**src/odtc_params.svh**
```systemverilog
// constants for the on-die termination control link
// assumes a single 25 MHz clock shared by both ends
// Notes on behaviour
// - termination connected only while control input high
// - mode bits 0,1 give 75, 1,0 give 150
// - termination covers data, mask, strobes, read strobes
// - active: turn-on starts two clocks after high
// - active: turn-off starts two and half clocks after; code turns off three clocks after low is sampled
// - power-down: unaligned, bounded turn-on and turn-off; code uses the same clock-aligned taps as active mode
// - writes: controller off, non-target rank terminates; code picks the rank from use_rank2_i and never uses cmd_slot_i
// - reads: controller 150 dual, 75 single slot
// - second rank may terminate instead of first
// - read window from RL-3 to RL+BL/2-2
// - write window from RL-3 to WL+BL/2-2
// - read latency is additive plus cas latency
// - write latency is read latency minus one
// - controller termination follows dram turn-on, held; code switches self_rtt_o in the same cycles as term_en, ahead of the dram
// - no controller termination needed during writes
// - termination off throughout self refresh
`ifndef ODTC_PARAMS_SVH
`define ODTC_PARAMS_SVH
`define ODTC_CLK_PERIOD_NS 40
`define ODTC_ON_DELAY_HALF 4'h4
`define ODTC_OFF_DELAY_HALF 4'h5
`define ODTC_TAC_MAX_NS 1
`define ODTC_PD_EXTRA_NS 1
`define ODTC_PD_ON_HALF 4'h4
`define ODTC_PD_OFF_HALF 4'h5
`define ODTC_RTT_75 2'h1
`define ODTC_RTT_150 2'h2
`define ODTC_RTT_OFF 2'h0
`define ODTC_RD_LEAD 4'h3
`define ODTC_TAIL 4'h2
`define ODTC_WL_LESS 4'h1
`define ODTC_PIN_COUNT 12
`endif

```
**src/odtc_if.sv**
```systemverilog
// link between controller and dram termination logic
// assumes both ends share clk_i
interface odtc_if;
    logic [1:0] term_en;
    logic [1:0] rtt_sel;
    logic [2:0] mode;
    modport ctrl (output term_en, output rtt_sel, output mode);
    modport dram (input term_en, input rtt_sel, input mode);
endinterface

```
**src/odtc_ctrl.sv**
```systemverilog
// controller end: termination window around reads and writes
// assumes commands are one-cycle pulses on clk_i
`include "odtc_params.svh"
module odtc_ctrl (
    input wire logic clk_i,
    input wire logic resetn_i,
    input wire logic cmd_rd_i,
    input wire logic cmd_wr_i,
    input wire logic cmd_slot_i,
    input wire logic two_slot_i,
    input wire logic use_rank2_i,
    input wire logic [2:0] additive_latency_i,
    input wire logic [2:0] cas_latency_i,
    input wire logic burst8_i,
    input wire logic [2:0] mode_i,
    odtc_if.ctrl link,
    output logic [1:0] self_rtt_o,
    output logic busy_o
);
    // ----------------------------------------
    // window timing and termination choice
    // ----------------------------------------
    logic [4:0] cnt_q, cnt_d;
    logic [4:0] start_q, start_d, stop_q, stop_d;
    logic act_q, act_d, rd_q, rd_d, slot_q, slot_d;
    logic [1:0] en_q, en_d, rtt_q, rtt_d, self_q, self_d;
    logic [2:0] mode_q;
    logic [4:0] rl, wl, half;
    logic win;
    always_comb begin
        rl = 5'(additive_latency_i) + 5'(cas_latency_i);
        wl = rl - 5'(`ODTC_WL_LESS);
        half = burst8_i ? 5'h04 : 5'h02;
        cnt_d = cnt_q;
        start_d = start_q;
        stop_d = stop_q;
        act_d = act_q;
        rd_d = rd_q;
        slot_d = slot_q;
        if (!act_q && (cmd_rd_i || cmd_wr_i)) begin
            act_d = 1'b1;
            rd_d = cmd_rd_i;
            slot_d = cmd_slot_i;
            cnt_d = 5'h00;
            start_d = rl - 5'(`ODTC_RD_LEAD) - 5'h01;
            // last count is one short: term_en is sampled an edge later
            stop_d = (cmd_rd_i ? rl : wl) + half
                - 5'(`ODTC_TAIL) - 5'h01;
        end else if (act_q) begin
            cnt_d = cnt_q + 5'h01;
            if (cnt_q >= stop_q) begin
                act_d = 1'b0;
            end
        end
        win = act_d && (cnt_d >= start_d) && (cnt_d <= stop_d);
        en_d = 2'h0;
        rtt_d = `ODTC_RTT_OFF;
        self_d = `ODTC_RTT_OFF;
        if (win) begin
            if (two_slot_i) begin
                en_d = use_rank2_i ? 2'h2 : 2'h1;
                rtt_d = `ODTC_RTT_75;
                if (rd_d) begin
                    self_d = `ODTC_RTT_150;
                end
            end else if (!rd_d) begin
                en_d = 2'h1;
                rtt_d = `ODTC_RTT_150;
            end else begin
                self_d = `ODTC_RTT_75;
            end
        end
    end
    always_ff @(posedge clk_i or negedge resetn_i) begin
        if (!resetn_i) begin
            cnt_q <= 5'h00;
            start_q <= 5'h00;
            stop_q <= 5'h00;
            act_q <= 1'b0;
            rd_q <= 1'b0;
            slot_q <= 1'b0;
            en_q <= 2'h0;
            rtt_q <= 2'h0;
            self_q <= 2'h0;
            mode_q <= 3'h1;
        end else begin
            cnt_q <= cnt_d;
            start_q <= start_d;
            stop_q <= stop_d;
            act_q <= act_d;
            rd_q <= rd_d;
            slot_q <= slot_d;
            en_q <= en_d;
            rtt_q <= rtt_d;
            self_q <= self_d;
            mode_q <= mode_i;
        end
    end
    assign link.term_en = en_q;
    assign link.rtt_sel = rtt_q;
    assign link.mode = mode_q;
    assign self_rtt_o = self_q;
    assign busy_o = act_q;
endmodule

```
**src/flat_wrapper.sv**
```systemverilog
// flat-port wrapper written by rule: the top's interface ports become plain ports
module odtc_ctrl_flat 
  (clk_i, resetn_i, cmd_rd_i, cmd_wr_i, cmd_slot_i, two_slot_i, use_rank2_i, additive_latency_i, cas_latency_i, burst8_i, mode_i, self_rtt_o, busy_o, link_term_en, link_rtt_sel, link_mode);
  odtc_if link_i ();
  input wire logic clk_i;
  input wire logic resetn_i;
  input wire logic cmd_rd_i;
  input wire logic cmd_wr_i;
  input wire logic cmd_slot_i;
  input wire logic two_slot_i;
  input wire logic use_rank2_i;
  input wire logic [2:0] additive_latency_i;
  input wire logic [2:0] cas_latency_i;
  input wire logic burst8_i;
  input wire logic [2:0] mode_i;
  output logic [1:0] self_rtt_o;
  output logic busy_o;
  output wire logic [$bits(link_i.term_en)-1:0] link_term_en;
  output wire logic [$bits(link_i.rtt_sel)-1:0] link_rtt_sel;
  output wire logic [$bits(link_i.mode)-1:0] link_mode;
  assign link_term_en = link_i.term_en;
  assign link_rtt_sel = link_i.rtt_sel;
  assign link_mode = link_i.mode;
  odtc_ctrl u_core (.clk_i(clk_i), .resetn_i(resetn_i), .cmd_rd_i(cmd_rd_i), .cmd_wr_i(cmd_wr_i), .cmd_slot_i(cmd_slot_i), .two_slot_i(two_slot_i), .use_rank2_i(use_rank2_i), .additive_latency_i(additive_latency_i), .cas_latency_i(cas_latency_i), .burst8_i(burst8_i), .mode_i(mode_i), .link(link_i), .self_rtt_o(self_rtt_o), .busy_o(busy_o));
endmodule
```
**config.mk**
```make
export PLATFORM = sky130hd
export DESIGN_NAME = odtc_ctrl_flat
export DESIGN_NICKNAME = d
export VERILOG_FILES = /design/src/odtc_if.sv /design/src/odtc_ctrl.sv /design/src/flat_wrapper.sv
export VERILOG_INCLUDE_DIRS = /design/src
export SDC_FILE = /design/constraint.sdc
export NUM_CORES = 1
export LEC_CHECK = 0
export ABC_AREA = 1
export BUFFER_PORTS_ARGS = -buffer_cell sky130_fd_sc_hd__buf_2
export CAP_MARGIN = 30
export CORE_MARGIN = 2
export CORE_UTILIZATION = 50
export DETAILED_ROUTE_END_ITERATION = 8
export PLACE_DENSITY = 0.82
export SLEW_MARGIN = 20
export SYNTH_ARGS = -nofsm -noshare
export SYNTH_HDL_FRONTEND = slang
export SYNTH_SLANG_ARGS = --single-unit
```
**constraint.sdc**
```tcl
create_clock -name clk_i -period 3 [get_ports clk_i]
set_input_delay 0.45 -clock clk_i [delete_from_list [all_inputs] [get_ports clk_i]]
set_output_delay 0.45 -clock clk_i [all_outputs]
set_load 0.02 [all_outputs]
```
==> results.toml, run 1 <==
[logic_synthesis]
ys_types = 26
yosysWarnings = 0
syn_nets = 263
synthesis.area_sq_mm = 0.001782
ys_ff_latch = 26
synth_cells = 218
synth-seq-area-share_pct = 36.59
avgSynthCellArea_sq_um = 8.173

[flow_run]
cap_viol_max_count = 0

[power_and_ir_drop]
p_clk_share_pct = 11.6
powerDensity_mw_per_mm2 = 906.8
p_switching_w = 0.0009777
ir_drop_mv = 0.6677
p_int_w = 0.001124
p_leak_nw = 1.270
pwr-share-seq_pct = 26.6
comb_power_share_pct = 61.8
p_sw_share_pct = 46.53

[routing]
drc = 0
first_pass_iters = 4
wl_mm = 4.393
drtIter0Drc = 67
routedWlPerCell_um = 14.08
avgViaCountPerCell = 5.067
antenna_left = 0
via_count = 1581

[clock_tree]
cts_buffers = 3
htree_num_levels = 1
clock_sinks = 26
cts-root-buf = "clkbuf_4"
cts_tree = "done"
cts_buffer_depth = 2
clkLatencyLatePin_ns = 0.33
path_clk_slew_ns = 0.14

[grt]
grt_pass1_wl_mm = 7.024
grt_util_all_layers_pct = 21.84
grt_pass1_vias = 1678
grt_overflow = 0
grt_antenna_before_repair = 0
grt_start_max_net_pins = 27

[timing]
fin_ws_ns = -0.5596
maxSlewHeadroom_pct = 56.95
hold_violations = 0
fin_crit_ns = 3.560
setup_tns_ns = -3.324
fin_hold_ws_ns = 0.08658
tightest_slew_ns = 0.6418
clock.fmax_ghz = 0.2809
clock-skew-final_ns = 0.003092
fin_crit_sh_pct = 118.7
setup_viol = 6
slew_violations = 0
rsz0062_at_grt = "yes"

[cells_and_area]
seq_area_sq_um = 651.9
diodes = 0
drive_above_1_share_pct = 33.83
syn_to_final_growth_pct = 30.06
fill_cells = 227
multi_input_area_sq_mm = 0.001092
fin_nets = 312

[die]
die_h_um = 63.70
dieArea_sq_mm = 0.004057
start_util_pct = 52.57
num_rows = 21
io_pins = 27
die_width_um = 63.70
core_area_sq_mm = 0.003390

[setup_path]
worstPathArrival_ns = 3.83
crit_path_max_fanout = 6
path_depth = 27
crit_buf_inv = 5
slowest_stage = "fa_2"
r2r_cells = 12
critical_path.top_delay_family = "adder cells"
max_stage_delay_ns = 0.47
startpoint_type = "primary input"
crit_type = "primary input to flip-flop"
critical_path_required_ns = 3.27
crit_path_end_kind = "flip-flop"

[place]
io_buffers = 25
routabilityCongestion = 0.7770
hpwl_mm = 2.968

[hold_path]
hp-class = "primary input to async pin"

[run_status]
outcome = "complete, but fails checks"
violations = "setup timing"
==> through the flow <==
step	cell area, sq um	utilization (%)	std cells	setup slack, ns	total power (W)
2_1_floorplan	1819	-	218	-0.5518	0.001306
3_3_place_gp	2118	62.50	306	-0.8426	0.001560
3_5_place_dp	2118	62.50	306	-0.9322	0.001618
4_1_cts	2232	65.85	311	-0.4640	0.001920
5_1_grt	2317	68.36	312	-0.7554	0.002277
6_report	2317	68.36	312	-0.5596	0.002101
==> what timing repair did <==
action,CTS,global route
hold buffers,0,0
buffers inserted,1,1
endpoints found under the setup margin,6,6
hold endpoints to repair,0,0
pin swaps,13,19
resized for setup,9,16
==> state kept, by name, summed over array words and instances (netlist names) <==
signal               count
u_core.cnt_q             5
u_core.start_q           5
u_core.stop_q            5
u_core.link.mode         3
u_core.link.rtt_sel      2
u_core.link.term_en      2
u_core.self_rtt_o        2
u_core.busy_o            1
u_core.rd_q              1
==> power groups by stage <==
stage	sequential [W]	combinational (W)	clock, W
final	0.000559	0.00130	0.000243
after global routing	0.000573	0.00144	0.000260
after CTS	0.000554	0.00112	0.000242
after detailed placement	0.000561	0.00106	0
after global placement	0.000554	0.00101	0
after floorplan	0.000581	0.000725	0
==> final timing paths <==
kind	from	to	slack [ns]
setup reg to reg	u_core.cnt_q[1]	u_core.link.rtt_sel[1]	0.45
hold / removal	resetn_i	u_core.start_q[3]	0.09
min in group clk_i	mode_i[0]	u_core.link.mode[0]	0.20
max in group asynchronous	resetn_i	u_core.link.rtt_sel[0]	2.53
setup / recovery	cas_latency_i[0]	u_core.link.rtt_sel[1]	-0.56
hold reg to reg	u_core.start_q[3]	u_core.start_q[3]	0.52
==> layout make-up <==
| class | count | share of cell area [%] |
|---|---|---|
| Tap cell | 46 | 2.484 |
| Sequential cell | 26 | 28.13 |
| Clock inverter | 1 | 1.296 |
| Inverter | 42 | 6.911 |
| Multi-Input combinational cell | 147 | 47.14 |
| Timing Repair Buffer | 47 | 13.07 |
| Clock buffer | 3 | 0.9719 |
==> cell usage in the layout (no fill, tap or decap), types with 6 or more instances in the layout <==
master,instances
a21oi_1,7
buf_2,23
buf_4,22
dfrtp_1,25
ha_1,19
ha_4,6
inv_1,37
nand2_1,52
nor2_1,12
o21ai_0,6
o21ai_2,8
==> routing by layer <==
layer | vias up | wire [um] | global-route usage [%]
met2 | 45 | 2333 | 37.89
met3 | 12 | 238 | 6.607
met4 | 0 | 89 | 7.609
met5 | - | 0 | 0
met1 | 744 | 1731 | 25.43
li1 | 780 | - | -
==> cells by family after synthesis <==
logic type,Yosys count,synth area share [%]
buffers and inverters,45,10.74
and+or+nand+nor,90,21.42
xor gates and xnor gates,2,0.9833
AOI/OAI and AO/OA,27,9.762
adders and majority gates,28,20.51
DFF,26,36.59
==> cells in the mapped netlist <==
cell | n | share of area, %
nand2_1 | 57 | 12
inv_1 | 40 | 8.4
ha_1 | 26 | 18
dfrtp_1 | 25 | 35
nor2_1 | 17 | 3.6
o21ai_0 | 9 | 2.5
a21oi_1 | 8 | 2.2
nor3_1 | 5 | 1.4
o21ai_2 | 5 | 2.5
nand3_1 | 4 | 1.1
buf_6 | 3 | 1.9
or2_1 | 3 | 1.1
fa_1 | 2 | 2.2
inv_2 | 2 | 0.42
a211oi_1 | 1 | 0.42
a31oi_1 | 1 | 0.35
dfstp_2 | 1 | 1.5
nand3_2 | 1 | 0.56
nor3_2 | 1 | 0.56
nor3b_1 | 1 | 0.42
nor3b_2 | 1 | 0.70
o211ai_1 | 1 | 0.42
o21ai_4 | 1 | 0.91
o21bai_1 | 1 | 0.42
xnor2_1 | 1 | 0.49
xor2_1 | 1 | 0.49
No activity file was read; power rests on OpenSTA's default activity.
==> run 2: changes to the inputs <==
--- a/config.mk
+++ b/config.mk
@@ -9,3 +9,2 @@
 export ABC_AREA = 1
-export BUFFER_PORTS_ARGS = -buffer_cell sky130_fd_sc_hd__buf_2
 export CAP_MARGIN = 30
@@ -14,3 +13,4 @@
 export DETAILED_ROUTE_END_ITERATION = 8
-export PLACE_DENSITY = 0.82
+export DONT_BUFFER_PORTS = 1
+export PLACE_DENSITY = 0.76
 export SLEW_MARGIN = 20
==> constraint.sdc (replaced) <==
create_clock -name clk_i -period 3 [get_ports clk_i]
set_input_delay 0.6 -clock clk_i [delete_from_list [all_inputs] [get_ports clk_i]]
set_output_delay 0.6 -clock clk_i [all_outputs]
set_load 0.02 [all_outputs]
==> results.toml, run 2 (synthesis gave the netlist of run 1 again) <==
[setup_path]
worstPathArrival_ns = 3.91
rr_startpoint = "u_core.busy_o"
crit_path_max_fanout = 6
r2r_cells = 11
endpoint = "u_core.self_rtt_o[1]"
startpoint_type = "primary input"
r2r-end = "u_core.self_rtt_o[1]"
crit_path_end_kind = "flip-flop"
crit_type = "primary input to flip-flop"
cp-startpoint = "additive_latency_i[0]"
reg2reg_setup_slack_ns = 0.37
critical_path_required_ns = 3.28

[run_status]
violations = "setup timing"
outcome = "complete, but fails checks"

[clock_tree]
cts_tree = "done"
clock_sinks = 26
clkLatencyLatePin_ns = 0.33
cts_buffers = 3
path_clk_slew_ns = 0.15
cts_buffer_depth = 2
htree_num_levels = 1
cts-root-buf = "clkbuf_4"

[routing]
top_layer_used = "met4"
routedWlPerCell_um = 13.92
wl_met2_mm = 1.990
first_pass_iters = 4
drtIter0Drc = 47
antenna_left = 0
drc = 0
wl_mm = 3.939
via_count = 1429
avgViaCountPerCell = 5.049
met1Wirelength_mm = 1.697
wl_met3_um = 184

[timing]
slew_violations = 0
fin_ws_ns = -0.6261
maxSlewHeadroom_pct = 56.43
setup_viol = 6
rsz0062_at_grt = "yes"
hold_violations = 0
tightest_slew_ns = 0.6486
fin_hold_ws_ns = 0.05137
fin_crit_sh_pct = 120.9
clock.fmax_ghz = 0.2758
fin_crit_ns = 3.626
clock-skew-final_ns = 0.006248

[die]
dieArea_sq_mm = 0.004057
start_util_pct = 52.57
num_rows = 21
io_pins = 27
die_h_um = 63.70
die_width_um = 63.70
core_area_sq_mm = 0.003390

[place]
routabilityCongestion = 0.8507
io_buffers = 0
place_area_sq_mm = 0.001963
hpwl_mm = 2.806

[cells_and_area]
fin_area_sq_mm = 0.002183
final_cell_mix = "nand2_1 (52), inv_1 (35), dfrtp_1 (25), ha_1 (18), buf_4 (17)"
reg_top3 = "u_core.cnt_q: 5 flops, u_core.start_q: 5 flops, u_core.stop_q: 5 flops"
layout_commonest_cell = "nand2_1"
drive_above_1_share_pct = 26.58
diodes = 0
fin_nets = 283
syn_to_final_growth_pct = 22.54
fill_cells = 261

[grt]
grt_antenna_before_repair = 0
grt_util_all_layers_pct = 20.52
grt_start_max_net_pins = 26
grt_pass1_vias = 1441
grt_overflow = 0
grt_pass1_wl_mm = 6.465

[power_and_ir_drop]
p_leak_nw = 1.136
powerDensity_mw_per_mm2 = 919.2
ir_drop_mv = 0.6283
power_w = 0.002007

[flow_run]
cap_viol_max_count = 0

[hold_path]
hp-class = "primary input to async pin"
==> run 2: where the power goes <==
group          internal (W)  total [W]  leakage (nW)  switching, W
sequential         0.000478   0.000601         0.323      0.000123
clock              0.000135   0.000250        0.0279      0.000115
combinational      0.000486    0.00116         0.785      0.000670
==> run 2: how the worst min path moves through the flow <==
stage	startpoint	to	slack (ns)
2_1_floorplan	resetn_i	u_core.busy_o	0.30
3_3_place_gp	resetn_i	u_core.start_q[3]	0.31
3_5_place_dp	resetn_i	u_core.start_q[4]	0.31
4_1_cts	resetn_i	u_core.start_q[1]	0.05
5_1_grt	resetn_i	u_core.cnt_q[0]	0.04
6_report	resetn_i	u_core.cnt_q[0]	0.05
==> run 2: layer usage <==
metal	vias up	global-route usage, %
met3	8	3.393
met2	32	35.92
met4	0	5.707
met5	-	0
li1	723	-
met1	666	26.03
==> run 2: area by class of cell <==
| class | instances | area, sq um | share of cell area, % |
|---|---|---|---|
| clock buffer | 3 | 22.52 | 1.032 |
| clock inverter | 1 | 30.03 | 1.375 |
| inverter | 42 | 157.7 | 7.221 |
| multi-input combinational | 147 | 1116 | 51.12 |
| sequential | 26 | 651.9 | 29.86 |
| tap | 46 | 57.56 | 2.636 |
| timing repair buffer | 18 | 147.6 | 6.762 |
==> run 2: timing repair <==
action	CTS	global route
setup endpoints to repair	6	6
endpoints found under the hold margin	25	0
pin swaps	5	15
hold buffers	1	0
cloned	0	0
buffers inserted	0	1
gates resized for setup	7	18
==> run 2: worst max-delay path, stage by stage <==
cell and delay [ns]:
ha_4 0.11, inv_2 0.03, fa_2 0.57, ha_4 0.21
o21ai_4 0.13, ha_4 0.22, ha_4 0.17, fa_1 0.56
inv_1 0.06, o21ai_2 0.18, inv_2 0.07, ha_4 0.22
nand2_2 0.06, inv_2 0.03, o21bai_1 0.13, nand2_1 0.10
o21ai_2 0.20, nand3_4 0.13, nor2_1 0.13
==> run 2: through the flow <==
step | util, % | worst slack, ns | setup TNS [ns] | cells
floorplan | - | -0.7018 | -4.158 | 218
global placement | 57.92 | -0.8861 | -5.247 | 277
detailed placement | 57.92 | -1.033 | -6.291 | 277
CTS | 61.09 | -0.4962 | -2.943 | 282
global route | 64.41 | -0.7550 | -4.454 | 283
finish | 64.41 | -0.6261 | -3.669 | 283
